## config.mk

```make
export PLATFORM = sky130hd
export DESIGN_NAME = ept_timer
export DESIGN_NICKNAME = d
export VERILOG_FILES = /design/src/inc/ept_pkg.sv /design/src/rtl/ept_timer.sv
export SDC_FILE = /design/constraint.sdc
export NUM_CORES = 1
export LEC_CHECK = 0
export BUFFER_PORTS_ARGS = -buffer_cell sky130_fd_sc_hd__buf_2
export CORE_UTILIZATION = 30
export CTS_CLUSTER_SIZE = 14
export DETAILED_ROUTE_END_ITERATION = 8
export SYNTH_ARGS = -nofsm -noshare
export SYNTH_HDL_FRONTEND = slang
export SYNTH_SLANG_ARGS = --single-unit
export TNS_END_PERCENT = 10
```

## constraint.sdc

```tcl
create_clock -name pclk -period 7.59 [get_ports pclk]
set_clock_uncertainty 0.05 [all_clocks]
set_input_delay 0.3795 -clock pclk [delete_from_list [all_inputs] [get_ports pclk]]
set_output_delay 0.3795 -clock pclk [all_outputs]
set_load 0.03 [all_outputs]
```

## src/inc/ept_pkg.sv

```systemverilog
// Constants, register map and field layouts for the compare/PWM timer
package ept_pkg;

  // Counter and compare width
  localparam int unsigned CNT_W = 10;
  localparam int unsigned PRE_W = 8;
  localparam int unsigned TOP_W = CNT_W + 1;

  // APB register byte offsets
  localparam logic [11:0] OFS_CTRL_A = 12'h000;
  localparam logic [11:0] OFS_CTRL_B = 12'h004;
  localparam logic [11:0] OFS_CMP_A = 12'h008;
  localparam logic [11:0] OFS_CMP_B = 12'h00c;
  localparam logic [11:0] OFS_COUNT = 12'h010;
  localparam logic [11:0] OFS_FLAGS = 12'h014;
  localparam logic [11:0] OFS_PRESC = 12'h018;
  localparam logic [11:0] OFS_PINS = 12'h01c;

  // Mode selection pair encodings
  localparam logic [1:0] MODE_CMP = 2'h0;
  localparam logic [1:0] MODE_CAP = 2'h1;
  localparam logic [1:0] MODE_PWM = 2'h2;
  localparam logic [1:0] MODE_TMR = 2'h3;

  // Pin action encodings, compare output mode
  localparam logic [1:0] ACT_KEEP = 2'h0;
  localparam logic [1:0] ACT_LOW = 2'h1;
  localparam logic [1:0] ACT_HIGH = 2'h2;
  localparam logic [1:0] ACT_TOGGLE = 2'h3;

  // Pin action encodings, PWM mode
  localparam logic [1:0] PACT_INACTIVE = 2'h0;
  localparam logic [1:0] PACT_ACTIVE = 2'h1;
  localparam logic [1:0] PACT_WAVE = 2'h2;
  localparam logic [1:0] PACT_PULSE = 2'h3;

  // Alignment encodings
  localparam logic [1:0] ALN_EDGE = 2'h0;
  localparam logic [1:0] ALN_UP = 2'h1;
  localparam logic [1:0] ALN_DOWN = 2'h2;
  localparam logic [1:0] ALN_BOTH = 2'h3;

  // Period field steps of 128; an all-zero field means the full range
  localparam int unsigned PSTEP_SHIFT = 7;
  localparam logic [TOP_W-1:0] EDGE_FULL = 11'h400;
  localparam logic [TOP_W-1:0] CENTRE_FULL = 11'h3ff;

  // First control word, bit 0 upward: run, mode, action, init, invert,
  // clear select, period field
  typedef struct packed {
    logic [2:0] period_field;
    logic counter_clear_select;
    logic pin_a_invert;
    logic pin_a_initial_level;
    logic [1:0] pin_a_action;
    logic [1:0] compare_a_mode_pair;
    logic timer_run_enable;
  } ept_ctrl_a_t;

  // Second control word, bit 0 upward: mode, action, init, invert, align
  typedef struct packed {
    logic [1:0] pwm_align_select;
    logic pin_b_invert;
    logic pin_b_initial_level;
    logic [1:0] pin_b_action;
    logic [1:0] compare_b_mode_pair;
  } ept_ctrl_b_t;

  // Sticky match flags, bit 0 = A, bit 1 = B, bit 2 = P
  typedef struct packed {
    logic match_p_flag;
    logic match_b_flag;
    logic match_a_flag;
  } ept_flags_t;

  // Pin drive bundle
  typedef struct packed {
    logic output_pin_a;
    logic pin_a_oe;
    logic [2:0] output_pins_b;
    logic pins_b_oe;
  } ept_pins_t;

  localparam int unsigned CTRL_A_W = 11;
  localparam int unsigned CTRL_B_W = 8;
  localparam int unsigned FLAGS_W = 3;
  localparam logic [CTRL_A_W-1:0] CTRL_A_RST = 11'h000;
  localparam logic [CTRL_B_W-1:0] CTRL_B_RST = 8'h00;
  localparam logic [CNT_W-1:0] CMP_RST = 10'h000;
  localparam logic [PRE_W-1:0] PRESC_RST = 8'h00;

endpackage : ept_pkg

```

## src/rtl/ept_timer.sv

```systemverilog
// Compare-match, timer/counter and PWM timer with an APB register slave
//
// The implementer's own choices: the address map and the APB interface to the registers.
`timescale 1ns/1ps
module ept_timer (
  input wire logic pclk, // 100 MHz bus clock
  input wire logic presetn, // Async reset, active low
  input wire logic psel, // APB select
  input wire logic penable, // APB access phase
  input wire logic pwrite, // APB direction, high = write
  input wire logic [11:0] paddr, // APB byte address
  input wire logic [31:0] pwdata, // APB write data
  output logic [31:0] prdata, // APB read data
  output logic pready, // APB ready
  output logic pslverr, // APB error on unmapped address
  output ept_pkg::ept_pins_t pins // Pin levels and enables
);
  import ept_pkg::*;

  ept_ctrl_a_t ctrl_a_r;
  ept_ctrl_b_t ctrl_b_r;
  logic [CNT_W-1:0] cmp_a_r;
  logic [CNT_W-1:0] cmp_b_r;
  logic [PRE_W-1:0] presc_r;
  logic [PRE_W-1:0] pre_cnt_r;
  ept_flags_t flags_r;
  ept_flags_t flags_nxt;
  logic [CNT_W-1:0] cnt_r;
  logic dir_down_r;
  logic run_d_r;
  logic st_a_r;
  logic st_b_r;
  ept_pins_t pins_r;
  logic [31:0] prdata_r;
  logic pready_r;
  logic pslverr_r;

  logic mode_cmp, mode_tmr, mode_pwm, centre, run, tick, run_rise;
  logic wr_en, setup, mapped;
  logic [TOP_W-1:0] top, ptop;
  logic a_hit, b_hit, p_hit, edge_end, up_ok, down_ok, dir_ok;
  logic ev_a, ev_b, ev_p;
  logic wave_a, wave_b;

  // Period from the 3-bit field; zero selects the full range
  function automatic logic [TOP_W-1:0] field_top(input logic [2:0] pf,
                                                 input logic ctr);
    if (pf == 3'h0) begin
      field_top = ctr ? CENTRE_FULL : EDGE_FULL;
    end else begin
      field_top = {1'b0, pf, 7'h00}; // steps of 1 << PSTEP_SHIFT
    end
  endfunction : field_top

  // Compare-mode pin action on a match
  function automatic logic cmp_action(input logic [1:0] act,
                                      input logic cur);
    case (act)
      ACT_LOW: cmp_action = 1'b0;
      ACT_HIGH: cmp_action = 1'b1;
      ACT_TOGGLE: cmp_action = ~cur;
      default: cmp_action = cur;
    endcase
  endfunction : cmp_action

  // PWM pin level; single pulse is not supported and reads inactive
  function automatic logic pwm_level(input logic [1:0] act,
                                     input logic act_hi, input logic wave,
                                     input logic inv);
    logic lvl;
    lvl = ~act_hi;
    case (act)
      PACT_ACTIVE: lvl = act_hi;
      PACT_WAVE: lvl = wave ? act_hi : ~act_hi;
      default: lvl = ~act_hi;
    endcase
    pwm_level = lvl ^ inv;
  endfunction : pwm_level

  // Mode decode; mismatched or capture pairs let the counter run but set no flags and drive no pins
  assign mode_cmp = (ctrl_a_r.compare_a_mode_pair == MODE_CMP) &&
                    (ctrl_b_r.compare_b_mode_pair == MODE_CMP);
  assign mode_tmr = (ctrl_a_r.compare_a_mode_pair == MODE_TMR) &&
                    (ctrl_b_r.compare_b_mode_pair == MODE_TMR);
  assign mode_pwm = (ctrl_a_r.compare_a_mode_pair == MODE_PWM) &&
                    (ctrl_b_r.compare_b_mode_pair == MODE_PWM);
  assign centre = mode_pwm && (ctrl_b_r.pwm_align_select != ALN_EDGE);
  assign run = ctrl_a_r.timer_run_enable;
  assign run_rise = run && !run_d_r;

  // Timer tick: one pulse every presc_r+1 bus clocks while running
  assign tick = run && (pre_cnt_r == presc_r);

  // Period limits and comparators
  assign ptop = field_top(ctrl_a_r.period_field, centre);
  assign top = ctrl_a_r.counter_clear_select ? {1'b0, cmp_a_r} : ptop;
  assign a_hit = (cnt_r == cmp_a_r);
  assign b_hit = (cnt_r == cmp_b_r);
  assign p_hit = ({1'b0, cnt_r} == ptop - 11'h001);
  assign edge_end = ({1'b0, cnt_r} == top - 11'h001);
  assign up_ok = (ctrl_b_r.pwm_align_select == ALN_UP) ||
                 (ctrl_b_r.pwm_align_select == ALN_BOTH);
  assign down_ok = (ctrl_b_r.pwm_align_select == ALN_DOWN) ||
                   (ctrl_b_r.pwm_align_select == ALN_BOTH);
  assign dir_ok = !centre || (dir_down_r ? down_ok : up_ok);

  // Match events, one per tick
  // Edge PWM clearing on A wraps one short of compare A, so that wrap is
  // its A match; without it the A flag would never rise in that mode
  assign ev_a = tick && dir_ok && (mode_cmp || mode_tmr || mode_pwm) &&
                (a_hit || (mode_pwm && !centre &&
                 ctrl_a_r.counter_clear_select && edge_end));
  assign ev_b = tick && b_hit && dir_ok && (mode_cmp || mode_tmr ||
                mode_pwm);
  // Centre mode raises P at the bottom whatever the clear select says
  assign ev_p = tick && ((!ctrl_a_r.counter_clear_select && (
                ((mode_cmp || mode_tmr) && p_hit) ||
                (mode_pwm && !centre && edge_end))) ||
                (centre && dir_down_r && cnt_r <= 10'h001));

  // Waveforms keep running whatever the pin action says
  assign wave_a = (cnt_r < cmp_a_r) || ({1'b0, cmp_a_r} >= top);
  assign wave_b = (cnt_r < cmp_b_r) || ({1'b0, cmp_b_r} >= top);

  // Bus decode: every access is setup plus one ready access cycle
  assign setup = psel && !penable;
  assign wr_en = psel && penable && pwrite && pready_r;
  assign mapped = (paddr[11:5] == 7'h00) && (paddr[1:0] == 2'h0);

  // Ready rises in the access cycle that follows each setup
  always_ff @(posedge pclk or negedge presetn) begin
    if (!presetn) begin
      pready_r <= 1'b0;
      pslverr_r <= 1'b0;
    end else begin
      pready_r <= setup;
      pslverr_r <= setup && !mapped;
    end
  end

  // Read data is captured in setup so it stands during the access cycle
  always_ff @(posedge pclk or negedge presetn) begin
    if (!presetn) begin
      prdata_r <= 32'h0000_0000;
    end else if (setup) begin
      case (paddr)
        OFS_CTRL_A: prdata_r <= {21'h000000, ctrl_a_r};
        OFS_CTRL_B: prdata_r <= {24'h000000, ctrl_b_r};
        OFS_CMP_A: prdata_r <= {22'h000000, cmp_a_r};
        OFS_CMP_B: prdata_r <= {22'h000000, cmp_b_r};
        OFS_COUNT: prdata_r <= {21'h000000, dir_down_r, cnt_r};
        OFS_FLAGS: prdata_r <= {29'h00000000, flags_r};
        OFS_PRESC: prdata_r <= {24'h000000, presc_r};
        OFS_PINS: prdata_r <= {26'h0000000, pins_r};
        default: prdata_r <= 32'h0000_0000;
      endcase
    end
  end

  // Software-written configuration
  always_ff @(posedge pclk or negedge presetn) begin
    if (!presetn) begin
      ctrl_a_r <= CTRL_A_RST;
      ctrl_b_r <= CTRL_B_RST;
      cmp_a_r <= CMP_RST;
      cmp_b_r <= CMP_RST;
      presc_r <= PRESC_RST;
    end else if (wr_en) begin
      case (paddr)
        OFS_CTRL_A: ctrl_a_r <= pwdata[CTRL_A_W-1:0];
        OFS_CTRL_B: ctrl_b_r <= pwdata[CTRL_B_W-1:0];
        OFS_CMP_A: cmp_a_r <= pwdata[CNT_W-1:0];
        OFS_CMP_B: cmp_b_r <= pwdata[CNT_W-1:0];
        OFS_PRESC: presc_r <= pwdata[PRE_W-1:0];
        default: ;
      endcase
    end
  end

  // Flags are write-one-to-clear; a match in the clearing cycle wins
  always_comb begin
    flags_nxt = flags_r;
    if (wr_en && paddr == OFS_FLAGS) begin
      flags_nxt = flags_r & ~ept_flags_t'(pwdata[FLAGS_W-1:0]);
    end
    if (ev_a) flags_nxt.match_a_flag = 1'b1;
    if (ev_b) flags_nxt.match_b_flag = 1'b1;
    if (ev_p) flags_nxt.match_p_flag = 1'b1;
  end

  always_ff @(posedge pclk or negedge presetn) begin
    if (!presetn) begin
      flags_r <= ept_flags_t'(3'h0);
    end else begin
      flags_r <= flags_nxt;
    end
  end

  // Prescaler and run-edge detector
  always_ff @(posedge pclk or negedge presetn) begin
    if (!presetn) begin
      pre_cnt_r <= 8'h00;
      run_d_r <= 1'b0;
    end else begin
      run_d_r <= run;
      if (!run || tick) begin
        pre_cnt_r <= 8'h00;
      end else begin
        pre_cnt_r <= pre_cnt_r + 8'h01;
      end
    end
  end

  // Counter: restarts from zero on each run rising edge
  always_ff @(posedge pclk or negedge presetn) begin
    if (!presetn) begin
      cnt_r <= 10'h000;
      dir_down_r <= 1'b0;
    end else if (run_rise) begin
      cnt_r <= 10'h000;
      dir_down_r <= 1'b0;
    end else if (tick) begin
      if (centre) begin
        if (dir_down_r) begin
          if (cnt_r <= 10'h001) begin
            cnt_r <= 10'h000;
            dir_down_r <= 1'b0;
          end else begin
            cnt_r <= cnt_r - 10'h001;
          end
        end else if ({1'b0, cnt_r} >= top) begin
          cnt_r <= cnt_r - 10'h001;
          dir_down_r <= 1'b1;
        end else begin
          cnt_r <= cnt_r + 10'h001;
        end
      end else if (mode_pwm) begin
        cnt_r <= edge_end ? 10'h000 : cnt_r + 10'h001;
      end else if (ctrl_a_r.counter_clear_select ? a_hit : p_hit) begin
        cnt_r <= 10'h000;
      end else begin
        cnt_r <= cnt_r + 10'h001; // Overflow wraps to zero
      end
    end
  end

  // Compare-mode pin states; P matches never reach them
  always_ff @(posedge pclk or negedge presetn) begin
    if (!presetn) begin
      st_a_r <= 1'b0;
      st_b_r <= 1'b0;
    end else if (run_rise) begin
      st_a_r <= ctrl_a_r.pin_a_initial_level;
      st_b_r <= ctrl_b_r.pin_b_initial_level;
    end else if (mode_cmp) begin
      if (ev_a) st_a_r <= cmp_action(ctrl_a_r.pin_a_action, st_a_r);
      if (ev_b) st_b_r <= cmp_action(ctrl_b_r.pin_b_action, st_b_r);
    end
  end

  // Registered pin drive; pin A is left undriven in PWM mode when it sets the period
  always_ff @(posedge pclk or negedge presetn) begin
    if (!presetn) begin
      pins_r <= ept_pins_t'(6'h00);
    end else begin
      pins_r.pin_a_oe <= mode_cmp ||
                         (mode_pwm && !ctrl_a_r.counter_clear_select);
      pins_r.pins_b_oe <= mode_cmp || mode_pwm;
      if (mode_pwm) begin
        pins_r.output_pin_a <= pwm_level(ctrl_a_r.pin_a_action,
          ctrl_a_r.pin_a_initial_level, wave_a, ctrl_a_r.pin_a_invert);
        pins_r.output_pins_b <= {3{pwm_level(ctrl_b_r.pin_b_action,
          ctrl_b_r.pin_b_initial_level, wave_b, ctrl_b_r.pin_b_invert)}};
      end else begin
        pins_r.output_pin_a <= st_a_r ^ ctrl_a_r.pin_a_invert;
        pins_r.output_pins_b <= {3{st_b_r ^ ctrl_b_r.pin_b_invert}};
      end
    end
  end

  assign prdata = prdata_r;
  assign pready = pready_r;
  assign pslverr = pslverr_r;
  assign pins = pins_r;

  // Checks on counting, flags and pins
  a_cmp_p_clear: assert property (@(posedge pclk) disable iff (!presetn)
    (mode_cmp && tick && !run_rise && !ctrl_a_r.counter_clear_select &&
     p_hit) |=> (cnt_r == 10'h000) && flags_r.match_p_flag)
    else $error("compare mode P match did not clear counter");
  a_no_p_flag: assert property (@(posedge pclk) disable iff (!presetn)
    (ctrl_a_r.counter_clear_select && !centre && !flags_r.match_p_flag &&
     !wr_en) |=> !flags_r.match_p_flag)
    else $error("P flag set while clear select high");
  a_pin_steady: assert property (@(posedge pclk) disable iff (!presetn)
    (!run_rise && !ev_a) |=> $stable(st_a_r))
    else $error("pin A state moved without an A match");
  a_toggle_act: assert property (@(posedge pclk) disable iff (!presetn)
    (mode_cmp && ev_a && !run_rise &&
     ctrl_a_r.pin_a_action == ACT_TOGGLE) |=> st_a_r != $past(st_a_r))
    else $error("toggle action did not toggle pin A");
  a_init_level: assert property (@(posedge pclk) disable iff (!presetn)
    run_rise |=> st_b_r == $past(ctrl_b_r.pin_b_initial_level))
    else $error("run edge did not load pin B initial level");
  a_timer_undriven: assert property (@(posedge pclk) disable iff (!presetn)
    mode_tmr |=> !pins_r.pin_a_oe && !pins_r.pins_b_oe)
    else $error("pins driven in timer mode");
  a_edge_wrap: assert property (@(posedge pclk) disable iff (!presetn)
    (mode_pwm && !centre && tick && !run_rise && edge_end) |=>
    cnt_r == 10'h000)
    else $error("edge PWM counter did not return to zero");
  a_full_duty: assert property (@(posedge pclk) disable iff (!presetn)
    (mode_pwm && ctrl_b_r.pin_b_action == PACT_WAVE &&
     {1'b0, cmp_b_r} >= top) |=> pins_r.output_pins_b[0] ==
    ($past(ctrl_b_r.pin_b_initial_level) ^ $past(ctrl_b_r.pin_b_invert)))
    else $error("duty at or above period not full");
  a_hold_stopped: assert property (@(posedge pclk) disable iff (!presetn)
    !run |=> cnt_r == $past(cnt_r))
    else $error("counter moved while stopped");
  a_centre_p: assert property (@(posedge pclk) disable iff (!presetn)
    (centre && tick && !run_rise && dir_down_r && cnt_r == 10'h001) |=>
    ##[0:1] flags_r.match_p_flag)
    else $error("centre P flag missing at zero");

  c_cmp_toggle: cover property (@(posedge pclk) disable iff (!presetn)
    mode_cmp && ev_a && ctrl_a_r.pin_a_action == ACT_TOGGLE);
  c_edge_wrap: cover property (@(posedge pclk) disable iff (!presetn)
    mode_pwm && !centre && tick && edge_end);
  c_centre_turn: cover property (@(posedge pclk) disable iff (!presetn)
    centre && tick && dir_down_r && cnt_r == 10'h001);
  c_flag_clear: cover property (@(posedge pclk) disable iff (!presetn)
    wr_en && paddr == OFS_FLAGS && flags_r != ept_flags_t'(3'h0));

endmodule : ept_timer

```

### Word-level counts from Yosys, hierarchy flattened

Cells that the tools add are included.

| operators by class | value |
|---|---|
| add/subtract/negate cells | 5 |
| multiply operators | 0 |
| divide/modulo/power cells | 0 |
| $lt $le $gt $ge | 6 |
| equal/unequal tests | 25 |
| shift operators | 0 |
| mux-type cells | 42 |
| bitwise gates (word level) | 10 |
| reductions and logical operators | 73 |

Operator list:

| cell | number |
|---|---|
| 10-bit two-way mux | 9 |
| 11-bit case mux with 8 select lines | 1 |
| 12-bit by 5-bit == test with 1-bit output (second input constant) | 4 |
| 10-bit by 11-bit greater-or-equal comparator with 1-bit output | 3 |
| 11-bit two-way mux | 3 |
| 1-bit logical AND | 29 |
| 12-bit by 4-bit == test with 1-bit output (second input constant) | 2 |
| 10-bit by 11-bit == test with 1-bit output | 2 |
| 1-bit two-way mux | 22 |
| 11-bit by 1-bit subtractor with 11-bit output (second input constant) | 2 |
| 10-bit == test | 2 |
| 2-bit == test (second input constant) | 10 |
| 10-bit < comparator | 2 |
| 2-bit nonzero test | 9 |
| 1-bit logical OR | 13 |
| 12-bit by 3-bit == test with 1-bit output (second input constant) | 1 |
| 12-bit logical NOT | 1 |
| 2-bit AND reduction | 6 |
| 10-bit by 1-bit adder with 10-bit output (second input constant) | 1 |
| 10-bit by 1-bit less-or-equal comparator with 1-bit output (second input constant) | 1 |
| 10-bit by 1-bit subtractor with 10-bit output (second input constant) | 1 |
| 8-bit by 1-bit adder with 8-bit output (second input constant) | 1 |
| 8-bit == test | 1 |
| 8-bit two-way mux | 1 |
| other kinds (14) | 34 |

| storage, ports and cells | value |
|---|---|
| register bits after elaboration | 112 |
| latch bits | 0 |
| bits in writable memories | 0 |
| ROM bits | 0 |
| input bits | 49 |
| output and inout port bits | 40 |
| word-level logic and storage cells | 192 |
| memories kept | 0 |

### Logic depth before layout (Yosys ltp)

Gate-level depths: netlist of run 1.

| logic depth | value |
|---|---|
| depth in word-level cells | 14 |
| mapped depth | 18 |
| depth with buffers taken out | 16 |

### Worst setup path after synthesis of run 1

OpenSTA, ideal clock, no wires.

| path | value |
|---|---|
| kind | reg2reg |
| start | register ctrl_a_r[8] in the netlist's numbering |
| end | register cnt_r[5] |
| setup time | 126 ps |
| data arrival time | 3570 ps |
| data required time | 7414 ps |
| slack | 3844 ps |
| cell stages (with the launch flop) | 16 |
| buffers on the path | 1 |
| period minus slack after synthesis | 3746 ps |
| cell sequence | dfrtp_1 > inv_1 > ha_1 > nor3b_2 > and3_1 > buf_2 > a21oi_1 > ha_1 > or3b_1 > o32a_1 > nor3_1 > o21ai_2 > a211oi_2 > nor4_4 > a21o_1 > a221o_1 |

| between the ends | value |
|---|---|
| cells in the longest elaborated chain, start to end | 10 |
| elaborated cells on any way between the ends | 17 |
| classes of those cells | add/sub (2); order compare (1); eq/ne (2); mux (11); reduce/logical (1) |

Ends and longest elaborated chain:

| element | RTL line | RTL |
|---|---|---|
| from (decl) | ept_timer.sv:20 | `ept_ctrl_a_t ctrl_a_r;` |
| from (signal assigned) | ept_timer.sv:170 | `OFS_CTRL_A: ctrl_a_r <= pwdata[CTRL_A_W-1:0];` |
| 3-bit logical NOT | ept_timer.sv:48 | `if (pf == 3'h0) begin` |
| 11-bit two-way mux * | ept_timer.sv:48 |  |
| 11-bit by 1-bit subtractor with 11-bit output / 11-bit two-way mux (equally long branches) | ept_timer.sv:99, ept_timer.sv:96 |  |
| 10-bit by 11-bit == test with 1-bit output / 11-bit by 1-bit subtractor with 11-bit output (equally long branches) | ept_timer.sv:99, ept_timer.sv:100 |  |
| 1-bit two-way mux / 10-bit by 11-bit == test with 1-bit output (equally long branches) | ept_timer.sv:239, ept_timer.sv:100 |  |
| 10-bit two-way mux, on equally long branches | ept_timer.sv:239, ept_timer.sv:238 |  |
| 10-bit two-way mux | ept_timer.sv:237 | `end else if (mode_pwm) begin` |
| 10-bit two-way mux * | ept_timer.sv:223 | `if (centre) begin` |
| 10-bit two-way mux * | ept_timer.sv:222 | `end else if (tick) begin` |
| 10-bit two-way mux * | ept_timer.sv:219 | `end else if (run_rise) begin` |
| to (signal assigned) | ept_timer.sv:229 | `cnt_r <= cnt_r - 10'h001;` |
| to (signal assigned) | ept_timer.sv:238 | `cnt_r <= edge_end ? 10'h000 : cnt_r + 10'h001;` |
| to (signal assigned) | ept_timer.sv:242 | `cnt_r <= cnt_r + 10'h001;` |
| to (decl) | ept_timer.sv:28 | `logic [CNT_W-1:0] cnt_r;` |

Mark *: on every way between the ends. The rest lies on a longest branch, timed or not. The select of a mux whose other input is x is not followed.
A chain may end at the register's enable or synchronous reset.

### Worst setup path in the final report of run 1

| path | value |
|---|---|
| start | register ctrl_a_r[8] in the netlist's numbering |
| end | register st_a_r |

| between the ends | value |
|---|---|
| cells in the longest elaborated chain, start to end | 10 |

Ends and longest elaborated chain:

| element | RTL line | RTL |
|---|---|---|
| 3-bit logical NOT | ept_timer.sv:48 |  |
| 11-bit two-way mux * | ept_timer.sv:48 |  |
| 11-bit two-way mux * | ept_timer.sv:96 | `assign top = ctrl_a_r.counter_clear_select ? {1'b0, cmp_a_r} : ptop;` |
| 11-bit by 1-bit subtractor with 11-bit output * | ept_timer.sv:100 | `assign edge_end = ({1'b0, cnt_r} == top - 11'h001);` |
| 10-bit by 11-bit == test with 1-bit output * | ept_timer.sv:100 |  |
| 1-bit logical AND * | ept_timer.sv:112 | `ctrl_a_r.counter_clear_select && edge_end));` |
| 1-bit logical OR * | ept_timer.sv:111 | `(a_hit \|\| (mode_pwm && !centre &&` |
| 1-bit logical AND * | ept_timer.sv:110 | `assign ev_a = tick && dir_ok && (mode_cmp \|\| mode_tmr \|\| mode_pwm) &&` |
| 2-bit nonzero test (no source line) * | n/a |  |
| 3-bit AND reduction (no source line) * | n/a |  |
| to (signal assigned) | ept_timer.sv:253 | `st_a_r <= ctrl_a_r.pin_a_initial_level;` |
| to (signal assigned) | ept_timer.sv:256 | `if (ev_a) st_a_r <= cmp_action(ctrl_a_r.pin_a_action, st_a_r);` |
| to (decl) | ept_timer.sv:31 | `logic st_a_r;` |

Mark *: on every way between the ends. The rest lies on a longest branch, timed or not.

==> flow_summary.toml, run 1 <==
[status]
outcome = "completed"

[yosys]
ys_seq_area_frac = 0.307
syn_area_per_cell_um2 = 8.86
ys.flop_type = "dfrtp_1"
yosys_warnings = 0
yosysMostFrequentCell = "dfrtp_1"
ys_ff_latch = 89
syn-instance-count = 820
synth.cell_area_um2 = 7260
synth_top_cells_by_area = "dfrtp_1, ha_1, mux2_2, nand2_1, o21ai_0"
synthTopCellsByCount = "dfrtp_1, nand2_1, nor2_1"
synth_edf_count = 0
async_reset_ff_frac = 1.00
yosys.cell_types.count = 83
synth_top_area_frac = 0.307
yosysTopAreaCell = "dfrtp_1"

[floorplan]
top_level_ports = 89
fp-row-count = 56
start_util = 0.308
dieArea_um2 = 24800
die_h_um = 158
core_um2 = 23600
die_w_um = 158

[global_route]
overflow = 0
grt_pass1_wl_mm = 34.3
grt_max_degree = 60
antenna_found_initial = 0
grt_pass1_vias = 6147
track_usage = 0.182

[final_layout]
diodes = 0
final_area_um2 = 7940
nets = 946
drive_gt1_frac = 0.148
area_growth_pct = 9.32

[route]
drt_wl_total_mm = 21.9
vias_per_cell = 5.48
avgRoutedWirePerCell_um = 18.9
ant_nets = 0
drt_iter0_drc = 562
vias = 6367
dr.pass1.iters = 6
drc = 0

[sta]
worst_pin_slew_ns = 0.886
slew_violations = 0
rsz0062_at_grt = "false"
slew-limit-headroom = 0.403
setup_viol = 0
fin_setup_tns_ns = 0
fin_crit_ns = 4.47
timing_hold_violations_final = 0
fmax_mhz = 223
post-route-period-util = 0.590

[pwr]
power_mw = 0.989
p_leak_nw = 3.70
p_per_area_nw_per_um2 = 125
max-vdd-ir-drop_mv = 0.0993

[setup_path]
crit_type = "register to register"
reg2reg_to = "st_a_r"
crit_end = "st_a_r"
start_kind = "register"
critPathCaptureType = "register"
crit_fanout = 7
r2r_slack_ns = 3.12
arrival_ns = 4.70
r2r_cells = 15
timing.rr.start = "ctrl_a_r[8]"
critPathLaunch = "ctrl_a_r[8]"
cp.required_ns = 7.82

[cts]
tritoncts = "yes"
cts_setup_buffers = 0
cts_resized = 0
clock_latency_ns = 0.35
cts_hold_buf = 1
clock_sinks = 89
cts_made_buffers = 9
root_buffer = "clkbuf_16"
htreeDepth = 3
clk_path_buf_depth = 2
path_clk_slew_ns = 0.07

[run]
maxCapViolations = 0

[place]
place_hpwl_mm = 16.4
port_buffers = 46
dpl_cell_area_um2 = 7630
place_congestion = 0.927

[hold_path]
holdCritPathClass = "input pin to register"
[how the worst min path moves through the flow]
stage	from	end	slack [ns]	depth (start not counted)
2_1_floorplan	presetn	cmp_a_r[0]	0.03	0
3_3_place_gp	presetn	cmp_a_r[0]	0.32	1
3_5_place_dp	presetn	cmp_a_r[0]	0.31	1
4_1_cts	pwdata[10]	ctrl_a_r[10]	0.23	2
5_1_grt	pwdata[10]	ctrl_a_r[10]	0.24	2
6_report	pwdata[10]	ctrl_a_r[10]	0.22	2
[worst max-delay path, stage by stage, from the launching register on]
cell	delay, ns
dfrtp_1	0.45
inv_1	0.13
ha_1	0.27
nor3b_2	0.21
and3_1	0.31
a21oi_1	0.36
ha_1	0.40
nor3b_1	0.39
a211o_1	0.21
a31oi_1	0.10
nor4b_1	0.30
nand4_1	0.20
a2111oi_1	0.53
a21o_1	0.23
a31oi_1	0.08
a31oi_1	0.19
[per-layer routing]
layer | GRT usage | part of all wire | vias to the layer above
li1 | - | - | 3003
met1 | 0.247 | 0.44 | 3071
met2 | 0.280 | 0.45 | 248
met3 | 0.0391 | 0.076 | 45
met4 | 0.0726 | 0.033 | 0
met5 | 0 | 0 | -
[cells by family after synthesis]
group / count (synthesis) / share of synthesized area
buf+inv: 113 / 0.0758
other cells: 1 / 0.000516
compound gates: 211 / 0.203
fa+ha+maj: 59 / 0.102
simple gates: 263 / 0.190
flops: 89 / 0.307
mux: 52 / 0.0818
xor+xnor: 32 / 0.0405
[layout make-up]
class / instances / area [µm²]
flip-flops and latches: 89 / 2230
repair buffers: 51 / 273
clock buffers: 11 / 233
inverters: 49 / 184
clock inverters: 5 / 63.8
well taps: 319 / 399
multi-input cells: 638 / 4560
fillers: 2482 / 15700
[flip-flops by register name, indices dropped and copies added (netlist names), 8 cells and up]
register	cells
cmp_b_r	10
cnt_r	10
pre_cnt_r	8
ctrl_a_r	10
ctrl_b_r	8
prdata	11
cmp_a_r	10
presc_r	8
[layout by cell type, fill, tap and decap left out, drive strengths merged, types with 21 or more instances in the layout]
cell type / instances
buf: 50
dfrtp: 89
a21o: 22
conb: 21
nand2: 64
nand3: 31
ha: 59
mux2: 39
nor2: 63
inv: 51
o21ai: 50
a21oi: 31
[through the flow]
step                      setup WS [ns]   util  hold slack, ns  std cells
after floorplan                    3.84      -          0.0339        840
after global placement             3.24  0.323           0.316       1145
after detailed placement           3.17  0.323           0.314       1145
after CTS                          3.14  0.336           0.228       1162
after global routing               2.74  0.336           0.239       1162
final                              3.12  0.336           0.225       1162
[report_power, final]
group	internal (mW)	switching [mW]
logic	0.0109	0.0428
clock network	0.259	0.201
registers	0.475	0.000622
total	0.745	0.244
Power figures use the tool's default switching activity.
==> inputs of run 2 (changes only) <==
==> constraint.sdc (replaced) <==
create_clock -name pclk -period 3.6 [get_ports pclk]
set_clock_uncertainty 0.05 [all_clocks]
set_input_delay 0.18 -clock pclk [delete_from_list [all_inputs] [get_ports pclk]]
set_output_delay 0.18 -clock pclk [all_outputs]
set_load 0.03 [all_outputs]
==> flow_summary.toml, run 2 (synthesis results as in run 1) <==
[route]
drc = 0
drt_wl_total_mm = 22.9
dr.pass1.iters = 5
vias = 6615
ant_nets = 0
avgRoutedWirePerCell_um = 18.8
drt_iter0_drc = 626
vias_per_cell = 5.42

[cts]
tritoncts = "yes"
cts_setup_buffers = 0
clock_sinks = 89
root_buffer = "clkbuf_16"
cts_made_buffers = 9
path_clk_slew_ns = 0.07
clock_latency_ns = 0.35
htreeDepth = 3
clk_path_buf_depth = 2

[sta]
post-route-period-util = 0.996
fin_setup_tns_ns = 0
rsz0062_at_grt = "true"
worst_pin_slew_ns = 0.923
fin_crit_ns = 3.59
slew-limit-headroom = 0.385
slew_violations = 0
fmax_mhz = 279
hold_ws_ns = 0.0277
setup_viol = 0
setup_ws_ns = 0.0137
timing_hold_violations_final = 0

[place]
dpl.cell_count = 1205
place_ws_ns = -0.103
port_buffers = 46
place_hpwl_mm = 17.9
place_congestion = 0.971

[setup_path]
arrival_ns = 3.77
start_kind = "register"
cp.required_ns = 3.78
crit_fanout = 9
crit_type = "register to register"
critPathCaptureType = "register"
r2r_slack_ns = 0.01

[floorplan]
top_level_ports = 89
die_h_um = 158
die_w_um = 158
start_util = 0.308
fp-row-count = 56
core_um2 = 23600
dieArea_um2 = 24800

[hold_path]
holdCritPathClass = "input pin to register"

[global_route]
track_usage = 0.189
grt_pass1_vias = 6205
grt_max_degree = 68
grt_pass1_wl_mm = 35.5
overflow = 0
antenna_found_initial = 0

[pwr]
max-vdd-ir-drop_mv = 0.223
p_per_area_nw_per_um2 = 239
p_leak_nw = 3.98
power_mw = 2.02

[final_layout]
area_growth_pct = 16.1
layout_commonest_cell = "dfrtp_1"
final_cell_mix = "dfrtp_1, buf_4, nand2_1, nor2_1, ha_1"
nets = 1006
diodes = 0
largest_reg_flops = 11
drive_gt1_frac = 0.220
instances_no_fill = 1221

[status]
outcome = "completed"

[run]
maxCapViolations = 0
==> run 2: power breakdown <==
group	internal [mW]	switching (mW)	total (mW)
combinational	0.0233	0.0906	0.114
sequential	1.00	0.00129	1.00
clock	0.473	0.428	0.901
==> run 2: cell type report <==
type | count | area, µm²
clock buffers | 9 | 225
clock inverters | 6 | 51.3
fillers | 2456 | 15200
inverters | 49 | 184
multi-input cells | 638 | 4630
flip-flops and latches | 89 | 2230
well taps | 319 | 399
repair buffers | 111 | 723
==> run 2: final timing paths <==
path | from | end | cells past startpoint
worst max-delay path | ctrl_a_r[8] | cnt_r[5] | 15
worst min-delay path | pwdata[10] | ctrl_a_r[10] | 2
worst max register to register | ctrl_a_r[8] | cnt_r[5] | 15
worst min register to register | prdata[9] | prdata[9] | 1
max in group asynchronous | presetn | presc_r[6] | 3
min in group asynchronous | presetn | cnt_r[4] | 2
==> run 2: what timing repair did <==
item | CTS | global route
setup endpoints to repair | 6 | 15
resized for setup | 2 | 11
endpoints found under the hold margin | 66 | 0
hold buffers | 1 | 0
pin swaps | 1 | 4
==> run 2: metal layers <==
metal | vias up | share of wire | track usage
met2 | 254 | 0.45 | 0.292
li1 | 3121 | - | -
met3 | 48 | 0.069 | 0.0359
met5 | - | 0 | 0
met4 | 0 | 0.033 | 0.0777
met1 | 3192 | 0.45 | 0.259
==> run 2: per-stage QoR <==
stage	cell area (µm²)	utilization
final	8440	0.357
after global routing	8440	0.357
after CTS	8400	0.356
after detailed placement	8110	0.343
after global placement	8110	0.343
after floorplan	7360	-
==> run 2: worst max-delay path, cell delays in order, from the launching register on <==
cell,delay (ns)
dfrtp_1,0.38
inv_1,0.07
ha_2,0.20
nor3b_4,0.21
and3_4,0.26
a21oi_2,0.05
ha_2,0.22
nor3b_1,0.16
a211o_1,0.33
nand4_1,0.09
nor4b_1,0.27
nand4_1,0.22
a211oi_2,0.34
nor4_4,0.14
a21o_1,0.22
a221o_1,0.28
==> inputs of run 3 (changes only) <==
--- a/config.mk
+++ b/config.mk
@@ -9,6 +9,7 @@
 export CORE_UTILIZATION = 30
 export CTS_CLUSTER_SIZE = 14
 export DETAILED_ROUTE_END_ITERATION = 8
+export SETUP_SLACK_MARGIN = 0.3
 export SYNTH_ARGS = -nofsm -noshare
 export SYNTH_HDL_FRONTEND = slang
 export SYNTH_SLANG_ARGS = --single-unit
==> flow_summary.toml, run 3 (synthesis results as in run 1) <==
[cts]
clock_latency_ns = 0.36
clk_path_buf_depth = 2
clock_sinks = 89
htreeDepth = 3
path_clk_slew_ns = 0.08
root_buffer = "clkbuf_16"
cts_made_buffers = 9
tritoncts = "yes"

[route]
vias_per_cell = 5.47
drt_wl_total_mm = 22.9
drc = 0
vias = 6637
avgRoutedWirePerCell_um = 18.9
dr.pass1.iters = 6
drt_iter0_drc = 665
ant_nets = 0

[setup_path]
crit_fanout = 7
critPathCaptureType = "register"
r2r_slack_ns = 0.17
cp.required_ns = 3.79
path_cells = "inv_2 -> ha_4 -> nor3b_4 -> and3_4 -> buf_4 -> a21oi_2 -> ha_2 -> nor2_1 -> a211oi_1 -> buf_4 -> nand4_1 -> and3_4 -> o21a_2 -> a221oi_1 -> a211oi_1 -> a221o_1"
reg2reg_to = "cnt_r[5]"
arrival_ns = 3.62
start_kind = "register"
critPathTopFamily = "compound AO/OA/AOI/OAI gates"
cp.buffers_inverters = 3
r2r_cells = 16
crit_type = "register to register"
slowest_delay_ns = 0.39
slowest_stage = "dfrtp_1"
timing.rr.start = "ctrl_a_r[8]"

[sta]
setup_viol = 0
hold_ws_ns = 0.0113
rsz0062_at_grt = "true"
fmax_mhz = 292
post-route-period-util = 0.953
fin_crit_ns = 3.43
slew_violations = 0
timing_hold_violations_final = 0
worst_pin_slew_ns = 0.813
slew-limit-headroom = 0.458

[floorplan]
die_w_um = 158
dieArea_um2 = 24800
core_um2 = 23600
start_util = 0.308
die_h_um = 158
fp-row-count = 56
top_level_ports = 89

[pwr]
p_leak_nw = 3.98
comb_power_share = 0.056
netSwitchingFraction = 0.266
max-vdd-ir-drop_mv = 0.231
p_switching_mw = 0.549
p_per_area_nw_per_um2 = 243
intPower_mw = 1.51
pwr-share-clk = 0.458
sequentialPowerShare = 0.486

[place]
dpl.cell_count = 1196
port_buffers = 46
place_congestion = 0.916
place_hpwl_mm = 17.7

[global_route]
grt_pass1_vias = 6179
grt_max_degree = 58
grt_pass1_wl_mm = 35.6
antenna_found_initial = 0
track_usage = 0.191
overflow = 0

[final_layout]
fill_cells = 2440
layout_commonest_cell = "dfrtp_1"
nets = 998
seqCellArea_um2 = 2230
area_growth_pct = 16.7
instances_no_fill = 1214
largest_reg_flops = 11
drive_gt1_frac = 0.225
diodes = 0
final_cell_mix = "dfrtp_1, nand2_1, nor2_1, buf_4, ha_1"
multi_input_area_um2 = 4700

[hold_path]
hold_start = "pwdata[10]"
whs_path_depth = 2
holdCritPathClass = "input pin to register"
worst_hold_path.endpoint = "ctrl_a_r[10]"

[run]
maxCapViolations = 0

[status]
outcome = "completed"
[run 3: cell count changes in the layout (fill, tap and decap cells not counted), moves of 2 or more]
cell / delta
inv_2: +2
a21oi_2: +2
a21oi_1: -3
clkinv_4: +3
buf_4: -8
ha_4: +2
inv_1: -2
clkinvlp_4: -3
[run 3: per-layer routing]
| metal | GRT usage | vias up | wire (µm) |
|---|---|---|---|
| li1 | - | 3109 | - |
| met1 | 0.263 | 3198 | 10200 |
| met2 | 0.302 | 286 | 10500 |
| met3 | 0.0370 | 44 | 1600 |
| met4 | 0.0587 | 0 | 644 |
| met5 | 0 | - | 0 |
[run 3: per-stage QoR]
stage | total power [mW] | setup TNS (ns) | utilization | worst slack (ns) | instance area [µm²]
finish | 2.06 | 0 | 0.359 | 0.170 | 8470
global route | 2.13 | 0 | 0.359 | 0.0320 | 8470
floorplan | 1.10 | 0 | - | 0.128 | 7400
global placement | 1.14 | -0.00617 | 0.342 | -0.00617 | 8070
detailed placement | 1.14 | -0.0797 | 0.342 | -0.0624 | 8070
CTS | 2.10 | 0 | 0.358 | 0.161 | 8460
[run 3: worst reg2reg max path: stages (launching register included)]
cell and delay (ns):
dfrtp_1 0.39, inv_2 0.08, ha_4 0.12, nor3b_4 0.19, and3_4 0.27, buf_4 0.15, a21oi_2 0.05, ha_2 0.34
nor2_1 0.04, a211oi_1 0.24, buf_4 0.18, nand4_1 0.13, and3_4 0.21, o21a_2 0.27, a221oi_1 0.25, a211oi_1 0.08
a221o_1 0.27
[run 3: timing repair]
| item | in CTS | in global routing |
|---|---|---|
| hold endpoints to repair | 55 | 0 |
| endpoints found under the setup margin | 15 | 15 |
| hold buffers | 1 | 0 |
| setup buffers | 1 | 0 |
| pin swaps | 6 | 1 |
| gates resized for setup | 15 | 5 |
[run 3: final cells by class]
type                            count  area share
Multi-Input combinational cell    638       0.555
Sequential cell                    89       0.263
Timing Repair Buffer              103      0.0783
Tap cell                          319      0.0471
Clock buffer                        9      0.0266
Inverter                           49      0.0217
Clock inverter                      7     0.00871
[run 3: power by group through the flow]
stage	clock (mW)	sequential, mW	combinational, mW
final	0.945	1.00	0.116
after global routing	1.00	1.00	0.128
after CTS	0.975	1.00	0.118
after detailed placement	0	1.02	0.117
after global placement	0	1.02	0.116
after floorplan	0	1.02	0.0730
[run 3: how the worst max path moves through the flow]
stage / startpoint / endpoint / slack [ns] / cells after the start
3_3_place_gp: ctrl_a_r[8] / cnt_r[3] / -0.006 / 17
4_1_cts: ctrl_a_r[8] / cnt_r[3] / 0.16 / 14
5_1_grt: ctrl_a_r[8] / cnt_r[3] / 0.03 / 15
3_5_place_dp: ctrl_a_r[8] / cnt_r[3] / -0.06 / 17
2_1_floorplan: ctrl_a_r[8] / cnt_r[3] / 0.13 / 15
6_report: ctrl_a_r[8] / cnt_r[5] / 0.17 / 16
